[src/rtl/pgood_params.svh]
`ifndef PGOOD_PARAMS_SVH
`define PGOOD_PARAMS_SVH

// power-good timeout in oscillator cycles
`define PG_TIMEOUT_CYCLES 32000
// undervoltage arming delay in oscillator cycles
`define UV_ARM_CYCLES 6144
`define CNT_W 16

// register byte addresses
`define REG_CTRL 8'h00
`define REG_STATUS 8'h04
`define REG_IRQ_STAT 8'h08
`define REG_IRQ_MASK 8'h0C

// control fields
`define CTRL_RUN_BIT 0
`define CTRL_RESET_VAL 32'h00000000

// interrupt event bit positions
`define EV_PGOOD 0
`define EV_OUTPUT_UNDERVOLTAGE_LOCK 1
`define EV_CROWBAR 2
`define EV_THERMAL 3
`define EV_W 4

`define AXI_OKAY 2'h0
`define AXI_SLVERR 2'h2

`endif

[src/rtl/pgood_pkg.sv]
package pgood_pkg;

    typedef enum logic [2:0] {
        MODE_SHUTDOWN = 3'b000,
        MODE_STANDBY = 3'b001,
        MODE_RUN = 3'b010,
        MODE_CROWBAR = 3'b011,
        MODE_OUTPUT_UNDERVOLTAGE_LOCK = 3'b100,
        MODE_THERMAL = 3'b101
    } mode_t;

    typedef enum logic [1:0] {
        BOOT_IDLE = 2'b00,
        BOOT_LOW = 2'b01,
        BOOT_SWITCH = 2'b10
    } boot_t;

    typedef struct packed {
        logic in_regulation;
        logic under_70pct;
        logic over_7pct;
        logic over_limit;
        logic over_temp;
        logic below_1v;
    } sense_t;

    typedef struct packed {
        logic gate_supply_on;
        logic reference_on;
        logic low_side_gate;
        logic high_side_gate;
        logic pwm_latch_reset;
    } drive_t;

endpackage

[src/rtl/power_good_fault_supervisor.sv]
// Added by the designer: the placing of the registers and the AXI4-Lite register port.
`timescale 1ns/1ns
`include "pgood_params.svh"
// What this block does
// power-good low until output regulates, except standby releases it
// count 32,000 cycles then release power-good
// undervoltage protection arms 6144 cycles after enable
// armed and below 70% latches off
// undervoltage latch clears on reset or run rise
// crowbar disabled in undervoltage or thermal
// decode run, standby, shutdown from two inputs
// standby: supply on, reference off, low high
// over 7%: low side on, high off
// crowbar latched, cleared by run rise
// crowbar: supply on, reference off, power-good low
// undervoltage: both low, select ignored
// over-temperature behaviour depends on captured select
// standby low side waits below 1V
// select pulldown only in reset, sampled
// low side first, high side next half-cycle
// current limit resets PWM latch, high off
// synchronise all comparator inputs first
module power_good_fault_supervisor (
    // clock and power-on reset
    input wire logic clk,
    input wire logic rst,
    // control pins
    input wire logic run_request_n,
    input wire logic crowbar_select,
    output logic crowbar_pulldown_en,
    // comparator results, asynchronous
    input wire pgood_pkg::sense_t sense,
    // pwm request from the loop, per half-cycle
    input wire logic pwm_high_req,
    // power stage
    output pgood_pkg::drive_t drive,
    // open-drain power-good: oe high pulls low
    output logic power_good_o,
    output logic power_good_oe,
    output logic irq,
    // axi4-lite slave
    input wire logic [7:0] s_axi_awaddr,
    input wire logic s_axi_awvalid,
    output logic s_axi_awready,
    input wire logic [31:0] s_axi_wdata,
    input wire logic [3:0] s_axi_wstrb,
    input wire logic s_axi_wvalid,
    output logic s_axi_wready,
    output logic [1:0] s_axi_bresp,
    output logic s_axi_bvalid,
    input wire logic s_axi_bready,
    input wire logic [7:0] s_axi_araddr,
    input wire logic s_axi_arvalid,
    output logic s_axi_arready,
    output logic [31:0] s_axi_rdata,
    output logic [1:0] s_axi_rresp,
    output logic s_axi_rvalid,
    input wire logic s_axi_rready
);

    //--------------------------------------------------------------
    // synchronisers
    //--------------------------------------------------------------
    localparam int SW = $bits(pgood_pkg::sense_t);
    logic [SW-1:0] sync1_q, sync2_q;
    pgood_pkg::sense_t s;
    // two-flop synchronisers
    genvar gi;
    generate
        for (gi = 0; gi < SW; gi++) begin : g_sync
            always_ff @(posedge clk or posedge rst) begin
                if (rst) begin
                    sync1_q[gi] <= 1'b0;
                    sync2_q[gi] <= 1'b0;
                end else begin
                    sync1_q[gi] <= sense[gi];
                    sync2_q[gi] <= sync1_q[gi];
                end
            end
        end
    endgenerate
    assign s = pgood_pkg::sense_t'(sync2_q);

    //--------------------------------------------------------------
    // state
    //--------------------------------------------------------------
    pgood_pkg::mode_t mode_q, mode_d;
    pgood_pkg::boot_t boot_q, boot_d;
    logic captured_q, captured_d, sel_q, sel_d;
    logic run_n_q, run_n_d;
    logic [`CNT_W-1:0] pg_cnt_q, pg_cnt_d, uv_cnt_q, uv_cnt_d;
    logic pg_ok_q, pg_ok_d, armed_q, armed_d;
    logic [`EV_W-1:0] ist_q, ist_d, imask_q, imask_d;
    logic [31:0] ctrl_q, ctrl_d;
    logic run_in, run_rise, sw_run;
    logic [`EV_W-1:0] ev;

    assign sw_run = ctrl_q[`CTRL_RUN_BIT];
    assign run_in = run_request_n & sw_run;
    assign run_rise = run_in & ~run_n_q;

    always_comb begin
        mode_d = mode_q;
        captured_d = 1'b1;
        sel_d = sel_q;
        // sample select once, at end of reset phase
        if (!captured_q)
            sel_d = crowbar_select;
        // run rise clears latched states
        // crowbar cleared only by run rise
        if (run_rise)
            mode_d = pgood_pkg::MODE_RUN;
        else begin
            case (mode_q)
                pgood_pkg::MODE_OUTPUT_UNDERVOLTAGE_LOCK,
                pgood_pkg::MODE_CROWBAR,
                pgood_pkg::MODE_THERMAL: mode_d = mode_q;
                default: begin
                    // mode decode
                    if (!run_in)
                        mode_d = sel_q ? pgood_pkg::MODE_STANDBY : pgood_pkg::MODE_SHUTDOWN;
                    else
                        mode_d = pgood_pkg::MODE_RUN;
                    // over-temperature latches
                    if (run_in && s.over_temp)
                        mode_d = pgood_pkg::MODE_THERMAL;
                    // armed undervoltage latches off
                    else if (run_in && armed_q && s.under_70pct)
                        mode_d = pgood_pkg::MODE_OUTPUT_UNDERVOLTAGE_LOCK;
                    // crowbar only with select captured high
                    else if (run_in && sel_q && s.over_7pct)
                        mode_d = pgood_pkg::MODE_CROWBAR;
                end
            endcase
        end
    end

    always_ff @(posedge clk or posedge rst) begin
        if (rst) begin
            mode_q <= pgood_pkg::MODE_SHUTDOWN;
            captured_q <= 1'b0;
            sel_q <= 1'b0;
            run_n_q <= 1'b0;
        end else begin
            mode_q <= mode_d;
            captured_q <= captured_d;
            sel_q <= sel_d;
            run_n_q <= run_n_d;
        end
    end
    assign run_n_d = run_in;

    //--------------------------------------------------------------
    // timers
    //--------------------------------------------------------------
    always_comb begin
        pg_cnt_d = pg_cnt_q;
        pg_ok_d = pg_ok_q;
        uv_cnt_d = uv_cnt_q;
        armed_d = armed_q;
        if (mode_q != pgood_pkg::MODE_RUN) begin
            pg_cnt_d = '0;
            pg_ok_d = 1'b0;
            uv_cnt_d = '0;
            armed_d = 1'b0;
        end else begin
            // clear count while out of regulation
            // count to timeout then release
            if (!s.in_regulation && !pg_ok_q)
                pg_cnt_d = '0;
            else if (pg_cnt_q == `CNT_W'(`PG_TIMEOUT_CYCLES - 1))
                pg_ok_d = 1'b1;
            else
                pg_cnt_d = pg_cnt_q + `CNT_W'(1);
            // arm after delay from enable
            if (uv_cnt_q == `CNT_W'(`UV_ARM_CYCLES - 1))
                armed_d = 1'b1;
            else
                uv_cnt_d = uv_cnt_q + `CNT_W'(1);
        end
    end

    always_ff @(posedge clk or posedge rst) begin
        if (rst) begin
            pg_cnt_q <= '0;
            pg_ok_q <= 1'b0;
            uv_cnt_q <= '0;
            armed_q <= 1'b0;
        end else begin
            pg_cnt_q <= pg_cnt_d;
            pg_ok_q <= pg_ok_d;
            uv_cnt_q <= uv_cnt_d;
            armed_q <= armed_d;
        end
    end

    //--------------------------------------------------------------
    // boost start-up order
    //--------------------------------------------------------------
    always_comb begin
        boot_d = boot_q;
        case (boot_q)
            // low side charges boost first
            pgood_pkg::BOOT_IDLE:
                if (mode_q == pgood_pkg::MODE_RUN)
                    boot_d = pgood_pkg::BOOT_LOW;
            pgood_pkg::BOOT_LOW: boot_d = pgood_pkg::BOOT_SWITCH;
            pgood_pkg::BOOT_SWITCH:
                if (mode_q != pgood_pkg::MODE_RUN)
                    boot_d = pgood_pkg::BOOT_IDLE;
            default: boot_d = pgood_pkg::BOOT_IDLE;
        endcase
        if (mode_q != pgood_pkg::MODE_RUN)
            boot_d = pgood_pkg::BOOT_IDLE;
    end

    //--------------------------------------------------------------
    // outputs
    //--------------------------------------------------------------
    pgood_pkg::drive_t drive_d;
    logic pg_low_d;
    always_comb begin
        drive_d = '0;
        pg_low_d = 1'b1;
        case (mode_q)
            pgood_pkg::MODE_RUN: begin
                drive_d.gate_supply_on = 1'b1;
                drive_d.reference_on = 1'b1;
                if (boot_q != pgood_pkg::BOOT_SWITCH)
                    drive_d.low_side_gate = 1'b1;
                else begin
                    // current limit ends the on-time
                    drive_d.pwm_latch_reset = s.over_limit;
                    drive_d.high_side_gate = pwm_high_req & ~s.over_limit;
                    drive_d.low_side_gate = ~drive_d.high_side_gate;
                end
                pg_low_d = ~pg_ok_q;
            end
            pgood_pkg::MODE_STANDBY: begin
                // standby outputs
                // low side waits for decay below 1V
                drive_d.gate_supply_on = 1'b1;
                drive_d.low_side_gate = s.below_1v;
                pg_low_d = 1'b0;
            end
            pgood_pkg::MODE_CROWBAR: begin
                // crowbar outputs, high side off
                drive_d.gate_supply_on = 1'b1;
                drive_d.low_side_gate = 1'b1;
                drive_d.pwm_latch_reset = 1'b1;
            end
            pgood_pkg::MODE_OUTPUT_UNDERVOLTAGE_LOCK: begin
                // all switching stopped
                // no crowbar path in this state
                drive_d.gate_supply_on = 1'b1;
                drive_d.pwm_latch_reset = 1'b1;
            end
            pgood_pkg::MODE_THERMAL: begin
                // clamp only with select high
                drive_d.gate_supply_on = sel_q;
                drive_d.low_side_gate = sel_q;
                drive_d.pwm_latch_reset = 1'b1;
            end
            default: begin
                drive_d = '0;
                pg_low_d = 1'b1;
            end
        endcase
    end

    always_ff @(posedge clk or posedge rst) begin
        if (rst) begin
            boot_q <= pgood_pkg::BOOT_IDLE;
            drive <= '0;
            power_good_oe <= 1'b1;
        end else begin
            boot_q <= boot_d;
            drive <= drive_d;
            power_good_oe <= pg_low_d;
        end
    end
    assign power_good_o = 1'b0;
    // pulldown on only while reset phase lasts
    assign crowbar_pulldown_en = ~captured_q;

    //--------------------------------------------------------------
    // register slave and interrupts
    //--------------------------------------------------------------
    logic aw_hold_q, aw_hold_d, w_hold_q, w_hold_d, bv_q, bv_d, rv_q, rv_d;
    logic [7:0] awa_q, awa_d;
    logic [31:0] wd_q, wd_d, rd_q, rd_d;
    logic [1:0] br_q, br_d, rr_q, rr_d;
    logic do_wr;
    logic [31:0] status;

    assign ev[`EV_PGOOD] = pg_ok_d & ~pg_ok_q;
    assign ev[`EV_OUTPUT_UNDERVOLTAGE_LOCK] = mode_d == pgood_pkg::MODE_OUTPUT_UNDERVOLTAGE_LOCK && mode_q != pgood_pkg::MODE_OUTPUT_UNDERVOLTAGE_LOCK;
    assign ev[`EV_CROWBAR] = mode_d == pgood_pkg::MODE_CROWBAR &&
        mode_q != pgood_pkg::MODE_CROWBAR;
    assign ev[`EV_THERMAL] = mode_d == pgood_pkg::MODE_THERMAL &&
        mode_q != pgood_pkg::MODE_THERMAL;
    assign status = {24'h000000, armed_q, pg_ok_q, sel_q, 2'h0, mode_q};
    assign do_wr = aw_hold_q & w_hold_q & ~bv_q;

    always_comb begin
        aw_hold_d = aw_hold_q;
        w_hold_d = w_hold_q;
        awa_d = awa_q;
        wd_d = wd_q;
        bv_d = bv_q;
        br_d = br_q;
        rv_d = rv_q;
        rd_d = rd_q;
        rr_d = rr_q;
        ctrl_d = ctrl_q;
        imask_d = imask_q;
        ist_d = ist_q;
        if (s_axi_awvalid && s_axi_awready) begin
            aw_hold_d = 1'b1;
            awa_d = s_axi_awaddr;
        end
        if (s_axi_wvalid && s_axi_wready) begin
            w_hold_d = 1'b1;
            wd_d = s_axi_wdata & {{8{s_axi_wstrb[3]}}, {8{s_axi_wstrb[2]}},
                {8{s_axi_wstrb[1]}}, {8{s_axi_wstrb[0]}}};
        end
        if (do_wr) begin
            aw_hold_d = 1'b0;
            w_hold_d = 1'b0;
            bv_d = 1'b1;
            br_d = `AXI_OKAY;
            case (awa_q)
                `REG_CTRL: ctrl_d = wd_q;
                `REG_IRQ_STAT: ist_d = ist_q & ~wd_q[`EV_W-1:0];
                `REG_IRQ_MASK: imask_d = wd_q[`EV_W-1:0];
                `REG_STATUS: br_d = `AXI_OKAY;
                default: br_d = `AXI_SLVERR;
            endcase
        end
        // set wins over clear
        ist_d = ist_d | ev;
        if (bv_q && s_axi_bready)
            bv_d = 1'b0;
        if (s_axi_arvalid && s_axi_arready) begin
            rv_d = 1'b1;
            rr_d = `AXI_OKAY;
            case (s_axi_araddr)
                `REG_CTRL: rd_d = ctrl_q;
                `REG_STATUS: rd_d = status;
                `REG_IRQ_STAT: rd_d = {28'h0000000, ist_q};
                `REG_IRQ_MASK: rd_d = {28'h0000000, imask_q};
                default: begin
                    rd_d = 32'h00000000;
                    rr_d = `AXI_SLVERR;
                end
            endcase
        end else if (rv_q && s_axi_rready)
            rv_d = 1'b0;
    end

    always_ff @(posedge clk or posedge rst) begin
        if (rst) begin
            aw_hold_q <= 1'b0;
            w_hold_q <= 1'b0;
            awa_q <= 8'h00;
            wd_q <= 32'h00000000;
            bv_q <= 1'b0;
            br_q <= 2'h0;
            rv_q <= 1'b0;
            rd_q <= 32'h00000000;
            rr_q <= 2'h0;
            ctrl_q <= `CTRL_RESET_VAL;
            imask_q <= 4'h0;
            ist_q <= 4'h0;
        end else begin
            aw_hold_q <= aw_hold_d;
            w_hold_q <= w_hold_d;
            awa_q <= awa_d;
            wd_q <= wd_d;
            bv_q <= bv_d;
            br_q <= br_d;
            rv_q <= rv_d;
            rd_q <= rd_d;
            rr_q <= rr_d;
            ctrl_q <= ctrl_d;
            imask_q <= imask_d;
            ist_q <= ist_d;
        end
    end

    assign s_axi_awready = ~aw_hold_q & ~bv_q;
    assign s_axi_wready = ~w_hold_q & ~bv_q;
    assign s_axi_bvalid = bv_q;
    assign s_axi_bresp = br_q;
    assign s_axi_arready = ~rv_q;
    assign s_axi_rvalid = rv_q;
    assign s_axi_rdata = rd_q;
    assign s_axi_rresp = rr_q;
    assign irq = |(ist_q & imask_q);

endmodule

[config.mk]
export PLATFORM = sky130hd
export DESIGN_NAME = power_good_fault_supervisor
export DESIGN_NICKNAME = d
export VERILOG_FILES = /design/src/rtl/pgood_pkg.sv /design/src/rtl/power_good_fault_supervisor.sv
export VERILOG_INCLUDE_DIRS = /design/src /design/src/rtl
export SDC_FILE = /design/constraint.sdc
export NUM_CORES = 1
export LEC_CHECK = 0
export BUFFER_PORTS_ARGS = -buffer_cell sky130_fd_sc_hd__buf_2
export CORE_ASPECT_RATIO = 1.1
export CORE_MARGIN = 2
export CORE_UTILIZATION = 52
export CTS_BUF_LIST = sky130_fd_sc_hd__clkbuf_2
export DETAILED_ROUTE_END_ITERATION = 8
export PLACE_DENSITY_LB_ADDON = 0.25
export SLEW_MARGIN = 5
export SYNTH_ARGS = -nofsm -noshare
export SYNTH_HDL_FRONTEND = slang
export SYNTH_SLANG_ARGS = --single-unit
[constraint.sdc]
create_clock -name clk -period 6 [get_ports clk]
set_clock_uncertainty 0.1 [all_clocks]
set_input_delay 0.6 -clock clk [delete_from_list [all_inputs] [get_ports clk]]
set_output_delay 0.6 -clock clk [all_outputs]
set_load 0.03 [all_outputs]
==> out/metrics.yaml, run 1 <==
synthesis:
  synth_ff_type: "dfrtp_1"
  postSynthCellCount: 655
  yosysSeqAreaShare_pct: 59.08
  synth_top_cell_area_share_pct: 58.74
  synth_area_leaders: "dfrtp_1, mux2_4, nand2_1"
  ys_types: 61
  synth_edf_count: 0
  ys_seq_elements: 178
  yosys.cell_count.top_type: "dfrtp_1"
  yosys_warnings: 0
  synthArstFlopShare_pct: 100.0
  netlist_top_cells_count: "dfrtp_1, nand2_1, o21ai_0"
  syn-mean-instance-area_um2: 11.51
  synth_area_um2: 7541
  synth_top_area_cell: "dfrtp_1"
grt:
  grt_pass1_wl_um: 27300
  grt-ovfl-total: 0
  track_usage_pct: 22.29
  antenna_found_initial: 1
  grt_pass1_vias: 5663
  grt_max_degree: 115
sta:
  grt_setup_unrepaired: "false"
  fmax_mhz: 352.2
  hold_violations: 0
  holdWs_ns: 0.1800
  slew_headroom_pct: 18.60
  fin_crit_ns: 2.840
  fin_crit_sh_pct: 47.33
  tns_ns: 0
  report.final.slew_viol_count: 0
  worst_pin_slew_ns: 1.218
  setup_violations: 0
layout:
  fillers: 1118
  drive_gt1_share_pct: 24.15
  final-seq-area_um2: 4456
  area_delta_synth_final_pct: 23.11
  design_area_um2: 9284
  multi_input_area_um2: 2854
  nets: 910
clock_network:
  postCtsSetupBuffers: 0
  clk_latency_ns: 0.73
  numClockSinks: 178
  clock_path_buffers: 2
  htreeDepth: 4
  cts-root-buf: "clkbuf_2"
  cts_tree: "yes"
  clk_pin_slew_worst_paths_ns: 0.26
  cts_buffers: 17
die:
  num_rows: 46
  die_area_um2: 15480
  start_util_pct: 52.83
  die_y_um: 130.3
  coreArea_um2: 14270
  die_width_um: 118.8
  io_pins: 118
setup_path:
  worstPathArrival_ns: 3.39
  start_kind: "flip-flop"
  slowest_stage: "or3_2"
  worstPathMaxFanout: 32
  cp-end-kind: "flip-flop"
  critPathKind: "reg -> reg"
  path_buf_inv: 0
  critPathTopFamily: "simple AND/OR/NAND/NOR gates"
  required_ns: 6.55
  path_cells: "or4_4, or3_1, or3_2, mux2_4"
  critPathMaxStageDelay_ns: 0.87
placed_design:
  gp_congestion: 0.8120
  dp_hpwl_um: 10260
  placed_cell_area_um2: 8182
  io_buffers: 114
routing:
  vias: 5722
  drc: 0
  drt_iter0_markers: 378
  avgViaCountPerCell: 5.470
  dr.pass1.iters: 4
  wl_per_cell_um: 15.81
  routed_wl_um: 16540
  ant_nets: 0
power:
  leakagePower_nw: 4.475
  ir_drop_mv: 0.1959
  power.density_nw_per_um2: 271.4
worst_hold_path:
  hold_path.class: "in -> reg"
flow_run:
  maxCapViolCount: 0
status:
  status: "complete, no violations"
==> metrics by stage <==
| stage | power (W) | utilization, % | setup WS [ns] | instances |
|---|---|---|---|---|
| floorplan | 0.001729 | - | 0.4714 | 657 |
| global placement | 0.001817 | 57.32 | 3.212 | 929 |
| detailed placement | 0.001843 | 57.32 | 3.172 | 929 |
| CTS | 0.002528 | 65.02 | 3.145 | 1045 |
| global route | 0.002663 | 65.04 | 3.052 | 1046 |
| finish | 0.002519 | 65.04 | 3.160 | 1046 |
==> kinds of logic (layout without fill, tap and decap cells) <==
logic type,count (synthesis),count (layout),share of synthesized area (%)
adder cells (fa/ha/maj),2,2,0.3318
multiplexers,55,55,10.05
AO/OA/AOI/OAI,140,140,12.06
flip-flops,178,178,59.08
other,2,5,0.09959
AND/OR/NAND/NOR,222,222,14.07
XOR/XNOR,9,9,1.045
buffers and inverters,47,243,3.252
==> flip-flops by register name, summed over array words and instances (netlist names), 2 cells and up <==
name and count:
sync1_q 6, wd_q 32, ctrl_q 32, pg_cnt_q 16, mode_q 3, ist_q 4, drive 5, awa_q 8
uv_cnt_q 16, s_axi_rdata 32, boot_q 2, s 6, imask_q 4
==> per-layer routing <==
metal | up-vias | routed length [um] | track usage, %
met5 | - | 0 | 0
met4 | 0 | 413 | 9.524
met1 | 2863 | 6935 | 27.56
met3 | 37 | 643 | 4.720
met2 | 144 | 8548 | 38.37
li1 | 2678 | - | -
==> layout make-up <==
| type | count | area share [%] |
|---|---|---|
| Sequential cell | 178 | 47.99 |
| Multi-Input combinational cell | 432 | 30.74 |
| Timing Repair Buffer | 200 | 15.36 |
| Tap cell | 192 | 2.588 |
| Clock inverter | 14 | 1.819 |
| Clock buffer | 18 | 0.9704 |
| Inverter | 11 | 0.4987 |
| Antenna cell | 1 | 0.02695 |
==> final timing paths <==
path,startpoint,endpoint,slack [ns],depth (start not counted)
setup / recovery,awa_q[1],ctrl_q[12],3.16,4
hold / removal,s_axi_araddr[2],s_axi_rdata[5],0.18,3
setup reg to reg,awa_q[1],ctrl_q[12],3.16,4
hold reg to reg,sync1_q[2],s[2],0.28,0
max in group asynchronous,rst,s_axi_rdata[14],3.90,4
min in group asynchronous,rst,s_axi_rdata[25],0.47,3
==> worst reg2reg max path, stage by stage (launching register included) <==
cell     delay, ns
dfrtp_1       0.43
or4_4         0.53
or3_1         0.35
or3_2         0.87
mux2_4        0.50
==> layout by cell type, fill, tap and decap left out, types with 5 or more instances in the layout <==
cell type	synthesis	final
dfrtp_1	177	177
buf_2	1	114
nand2_1	105	104
dlygate4sd3_1	0	84
o21ai_0	55	55
nor2_1	33	32
mux2_4	30	30
a22o_1	27	27
a21oi_1	22	22
clkbuf_2	0	18
mux2_2	16	16
nand3_1	14	14
inv_1	11	10
nor3_1	10	10
and2_1	7	7
xnor2_1	7	7
or3_1	7	6
nand2b_1	6	6
nand4_1	6	6
nor4_1	6	6
mux2i_1	6	6
nor2b_1	5	5
inv_6	0	5
==> power by group <==
group / total, W / internal [W] / switching, W
sequential: 0.00145 / 0.00135 / 0.000102
clock: 0.000648 / 0.000211 / 0.000437
combinational: 0.000420 / 0.000188 / 0.000232
total: 0.00252 / 0.00175 / 0.000771
==> timing repair <==
action                                 in CTS  in global routing
hold buffers                               84                  0
gates resized for setup                     0                  0
endpoints found under the hold margin     163                  0
(Power assumes the default switching activity.)
==> run 2, diff against run 1 <==
--- a/config.mk
+++ b/config.mk
@@ -6,6 +6,7 @@
 export SDC_FILE = /design/constraint.sdc
 export NUM_CORES = 1
 export LEC_CHECK = 0
+export ABC_AREA = 1
 export BUFFER_PORTS_ARGS = -buffer_cell sky130_fd_sc_hd__buf_2
 export CORE_ASPECT_RATIO = 1.1
 export CORE_MARGIN = 2
==> constraint.sdc (replaced) <==
create_clock -name clk -period 2.8 [get_ports clk]
set_clock_uncertainty 0.1 [all_clocks]
set_input_delay 0.28 -clock clk [delete_from_list [all_inputs] [get_ports clk]]
set_output_delay 0.28 -clock clk [all_outputs]
set_load 0.03 [all_outputs]
==> out/metrics.yaml, run 2 <==
status:
  status: "complete, no violations"
clock_network:
  postCtsSetupBuffers: 0  # unchanged
  numClockSinks: 178  # unchanged
  htreeDepth: 4  # unchanged
  cts_buffers: 17  # unchanged
  cts_tree: "yes"
  clk_latency_ns: 0.75  # +0.02 ns
  cts-root-buf: "clkbuf_2"
  clk_pin_slew_worst_paths_ns: 0.23  # -0.03 ns
  clock_path_buffers: 2  # unchanged
grt:
  antenna_found_initial: 1  # unchanged
  grt-ovfl-total: 0  # unchanged
  grt_pass1_vias: 6541  # +16%
  track_usage_pct: 23.40  # +1.1 points
  grt_max_degree: 65  # -43%
  grt_pass1_wl_um: 30100  # +10%
synthesis:
  yosys.cell_count.top_type: "nand2_1"
  netlist_top_cells_count: "nand2_1, dfrtp_1, nand3_1"
  yosys_warnings: 0  # unchanged
  synth_area_leaders: "dfrtp_1, nand2_1, nand3_1"
  synth_edf_count: 0  # unchanged
  yosysSeqAreaShare_pct: 57.15  # -1.9 points
  synth_ff_type: "dfrtp_1"
  ys_seq_elements: 178  # unchanged
  ys_types: 42  # -31%
  synth_top_area_cell: "dfrtp_1"
  synthArstFlopShare_pct: 100.0  # unchanged
  synth_area_um2: 7796  # +3.4%
  syn-mean-instance-area_um2: 9.097  # -21%
  postSynthCellCount: 857  # +31%
  synth_top_cell_area_share_pct: 56.81  # -1.9 points
sta:
  fin_crit_sh_pct: 95.98
  fmax_mhz: 372.1
  fin_crit_ns: 2.687
  hold_violations: 0  # unchanged
  holdWs_ns: 0.08115  # -0.09885 ns
  worst_pin_slew_ns: 0.8439  # -0.3741 ns
  tns_ns: 0  # unchanged
  slew_headroom_pct: 43.74  # +25 points
  setup_violations: 0  # unchanged
  layout_setup_ws_ns: 0.1127  # -3.048 ns
  grt_setup_unrepaired: "false"
  report.final.slew_viol_count: 0  # unchanged
die:
  io_pins: 118  # unchanged
  coreArea_um2: 14560  # +2.0%
  num_rows: 46  # unchanged
  die_area_um2: 15990  # +3.3%
  die_y_um: 132.4  # +1.6%
  die_width_um: 120.7  # +1.6%
  start_util_pct: 53.54  # +0.71 points
worst_hold_path:
  hold_path.class: "in -> reg"
setup_path:
  start_kind: "input pin"
  critPathKind: "in -> reg"
  cp-end-kind: "flip-flop"
  worstPathArrival_ns: 3.28  # -0.11 ns
  worstPathMaxFanout: 4  # -88%
  required_ns: 3.39  # -3.16 ns
layout:
  layout_commonest_cell: "nand2_1"
  area_delta_synth_final_pct: 25.87
  drive_gt1_share_pct: 21.14  # -3.0 points
  layout_common_cells: "nand2_1, dfrtp_1, buf_2, dlygate4sd3_1, nand3_1"
  nets: 1145  # +26%
  design_area_um2: 9813  # +5.7%
routing:
  drt_iter0_markers: 441  # +17%
  avgViaCountPerCell: 5.089  # -7.0%
  dr.pass1.iters: 5  # +1
  drc: 0  # unchanged
  vias: 6519  # +14%
  ant_nets: 0  # unchanged
  wl_per_cell_um: 13.68  # -14%
  routed_wl_um: 17520  # +5.9%
power:
  leakagePower_nw: 4.756  # +6.3%
  power_w: 0.005617  # +120%
  ir_drop_mv: 0.6144  # +210%
  power.density_nw_per_um2: 572.4  # +110%
placed_design:
  dp_hpwl_um: 11410  # +11%
  gp_congestion: 0.8647  # +6.5%
  dp_slack_ns: 0.8951  # -2.277 ns
  io_buffers: 114  # unchanged
  placed_cell_area_um2: 8501  # +3.9%
flow_run:
  maxCapViolCount: 0  # unchanged
[run 2: changes by cell type in the layout (fill, tap and decap cells not counted), moves of 15 or more]
cell and change:
a21oi_1 -15, a22o_1 -27, dlygate4sd3_1 +24, inv_1 +74
mux2_4 -30, nand2_1 +91, nand3_1 +89, nor2_1 +39
o21ai_2 +32
[run 2: layer usage]
layer	up-vias	global-route usage [%]	share of wire, %
met3	32	5.172	4.1
met4	0	7.752	2.0
met1	3128	30.86	45
li1	3205	-	-
met5	-	0	0
met2	154	38.51	49
[run 2: critical path, stage by stage]
cell and delay (ns):
dlygate4sd3_1 0.55, buf_2 0.12, nor2_1 0.11, dlygate4sd3_1 0.59, inv_1 0.09, nor2_2 0.16
nand3_1 0.09, nand3_1 0.09, dlygate4sd3_1 0.54, nand2_1 0.05, nand2_1 0.06, dlygate4sd3_1 0.55
[run 2: layout make-up]
class	instances	area [um^2]
diodes	1	2.502
clock buffers	18	90.09
repair buffers	230	1749
clock inverters	14	131.4
inverters	93	355.3
flip-flops and latches	178	4456
well taps	192	240.2
fillers	1168	4748
multi-input cells	555	2789
[run 2: worst paths after layout]
| kind | slack, ns | startpoint | end | cells after the start |
|---|---|---|---|---|
| setup / recovery | 0.11 | s_axi_araddr[0] | s_axi_rdata[3] | 12 |
| hold / removal | 0.08 | sense[2] | sync1_q[2] | 2 |
| setup reg to reg | 0.23 | s_axi_bvalid | wd_q[0] | 7 |
| hold reg to reg | 0.26 | sync1_q[2] | s[2] | 0 |
| max in group asynchronous | 1.23 | rst | power_good_oe | 5 |
| min in group asynchronous | 0.61 | rst | awa_q[7] | 4 |
[run 2: timing repair]
| action | CTS | global route |
|---|---|---|
| hold buffers | 108 | 0 |
| gates resized for setup | 0 | 4 |
| hold endpoints to repair | 270 | 0 |
| endpoints found under the setup margin | 0 | 2 |
[run 2: cells by family (layout without fill, tap and decap cells)]
| kind of cell | count (synthesis) | count (layout) | share of synthesized area (%) |
|---|---|---|---|
| and+or+nand+nor | 422 | 422 | 24.31 |
| DFF | 178 | 178 | 57.15 |
| buffers and inverters | 126 | 355 | 7.238 |
| AOI/OAI and AO/OA | 115 | 115 | 9.372 |
| xor gates and xnor gates | 7 | 7 | 0.7864 |
| muxes | 5 | 5 | 0.7221 |
| adders and majority gates | 2 | 2 | 0.3209 |
| other | 2 | 5 | 0.09633 |
[run 2: per-stage QoR]
step	cells	util, %
after floorplan	859	-
final	1281	67.39
after global routing	1281	67.39
after detailed placement	1140	58.38
after CTS	1280	67.32
after global placement	1140	58.38
[run 2: power breakdown]
part / switching [W] / internal (W) / total [W]
logic: 0.000802 / 0.000479 / 0.00128
registers: 0.000179 / 0.00292 / 0.00310
clock network: 0.000900 / 0.000333 / 0.00123
total: 0.00188 / 0.00374 / 0.00562
==> run 3, diff against run 2 <==
--- a/config.mk
+++ b/config.mk
@@ -6,7 +6,6 @@
 export SDC_FILE = /design/constraint.sdc
 export NUM_CORES = 1
 export LEC_CHECK = 0
-export ABC_AREA = 1
 export BUFFER_PORTS_ARGS = -buffer_cell sky130_fd_sc_hd__buf_2
 export CORE_ASPECT_RATIO = 1.1
 export CORE_MARGIN = 2
==> out/metrics.yaml, run 3 (synthesized netlist as in run 1, its figures left out) <==
clock_network:
  cts-root-buf: "clkbuf_2"
  clk_latency_ns: 0.72  # -0.03 ns
  cts_tree: "yes"
  numClockSinks: 178  # unchanged
  clk_pin_slew_worst_paths_ns: 0.23  # about the same
  postCtsSetupBuffers: 0  # unchanged
  cts_buffers: 17  # unchanged
  clock_path_buffers: 2  # unchanged
  htreeDepth: 4  # unchanged
placed_design:
  dp_slack_ns: 0.3055  # -0.5896 ns
  gp_congestion: 0.8120  # -6.1%
  io_buffers: 114  # unchanged
  dp_hpwl_um: 10750  # -5.8%
sta:
  tns_ns: 0  # unchanged
  fin_crit_sh_pct: 98.16  # +2.2 points
  fin_crit_ns: 2.749  # +0.06125 ns
  grt_setup_unrepaired: "false"
  worst_pin_slew_ns: 1.058  # +0.2146 ns
  setup_violations: 0  # unchanged
  report.final.slew_viol_count: 0  # unchanged
  hold_violations: 0  # unchanged
  fmax_mhz: 363.8  # -2.2%
  holdWs_ns: 0.09086  # +0.009707 ns
  slew_headroom_pct: 29.27  # -14 points
  layout_setup_ws_ns: 0.05144  # -0.06125 ns
die:
  die_width_um: 118.8  # -1.6%
  start_util_pct: 52.83  # -0.71 points
  io_pins: 118  # unchanged
  die_area_um2: 15480  # -3.2%
  coreArea_um2: 14270  # -2.0%
  num_rows: 46  # unchanged
  die_y_um: 130.3  # -1.6%
routing:
  ant_nets: 0  # unchanged
  drc: 0  # unchanged
  vias: 5831  # -11%
  dr.pass1.iters: 8  # +3
  routed_wl_um: 17290  # -1.3%
  wl_per_cell_um: 16.11  # +18%
  avgViaCountPerCell: 5.434  # +6.8%
  drt_iter0_markers: 350  # -21%
layout:
  nets: 937  # -18%
  layout_commonest_cell: "dfrtp_1"
  area_delta_synth_final_pct: 26.78
  layout_common_cells: "dfrtp_1, buf_2, nand2_1, dlygate4sd3_1, o21ai_0"
  drive_gt1_share_pct: 24.77  # +3.6 points
grt:
  grt_pass1_wl_um: 28470  # -5.4%
  track_usage_pct: 23.22  # -0.17 points
  antenna_found_initial: 1  # unchanged
  grt_pass1_vias: 5978  # -8.6%
  grt-ovfl-total: 0  # unchanged
  grt_max_degree: 66  # +1.5%
setup_path:
  worstPathArrival_ns: 3.33  # +0.05 ns
  worstPathMaxFanout: 4  # unchanged
  crit_path_frequent_cell: "dlygate4sd3_1"
  critPathKind: "in -> reg"
  critPathMaxStageDelay_ns: 0.64  # +0.05 ns
  critPathTopFamily: "buffers and inverters"
  path_buf_inv: 5  # -1
  required_ns: 3.38  # about the same
  slowest_stage: "dlygate4sd3_1"
  cp-end-kind: "flip-flop"
  start_kind: "input pin"
  path_cells: "dlygate4sd3_1, buf_2, nor4_1, dlygate4sd3_1, nand3_1, dlygate4sd3_1, o21ai_0, dlygate4sd3_1"
power:
  ir_drop_mv: 0.3974  # -35%
  power.density_nw_per_um2: 570.8  # -0.28%
  leakagePower_nw: 4.617  # -2.9%
status:
  status: "complete, no violations"
flow_run:
  maxCapViolCount: 0  # unchanged
worst_hold_path:
  hold_path.class: "in -> reg"
## run 3: power breakdown
part | internal, W | total, W | leakage, nW | switching [W]
registers | 0.00289 | 0.00311 | 2.38 | 0.000216
logic | 0.000427 | 0.000939 | 2.08 | 0.000512
clock network | 0.000512 | 0.00141 | 0.161 | 0.000899
total | 0.00383 | 0.00546 | 4.62 | 0.00163
## run 3: final timing paths
path	from	end	slack [ns]	cells after the start
worst max-delay path	s_axi_araddr[4]	s_axi_rdata[3]	0.05	8
min in group asynchronous	rst	s_axi_rdata[19]	0.13	3
worst max register to register	awa_q[1]	ctrl_q[20]	0.29	5
worst min register to register	sync1_q[0]	s[0]	0.28	0
max in group asynchronous	rst	s_axi_rdata[17]	1.67	4
worst min-delay path	sense[0]	sync1_q[0]	0.09	2
## run 3: through the flow
step | cells | utilization [%] | cell area (um^2) | power (W)
5_1_grt | 1073 | 66.98 | 9560 | 0.005747
4_1_cts | 1070 | 66.82 | 9538 | 0.005467
2_1_floorplan | 657 | - | 7552 | 0.003707
6_report | 1073 | 66.98 | 9560 | 0.005457
3_5_place_dp | 942 | 58.26 | 8315 | 0.003975
3_3_place_gp | 942 | 58.26 | 8315 | 0.003917
## run 3: area by class of cell
| class | instances | area (um^2) |
|---|---|---|
| tap | 192 | 240.2 |
| clock buffer | 17 | 85.08 |
| antenna | 1 | 2.502 |
| timing repair buffer | 227 | 1702 |
| inverter | 11 | 45.04 |
| sequential | 178 | 4456 |
| clock inverter | 15 | 176.4 |
| fill | 1101 | 4713 |
| multi-input combinational | 432 | 2854 |
## run 3: timing repair
item,4_1_cts,5_1_grt
hold buffers,96,2
endpoints found under the hold margin,102,2
gates resized for setup,0,0
## run 3: metal layers
metal  vias to the layer above  wire length, um  track usage, %
li1                       2742                -               -
met1                      2897             7123           28.48
met2                       162             9104           40.80
met3                        30              715           4.458
met4                         0              341           9.524
met5                         -                0               0
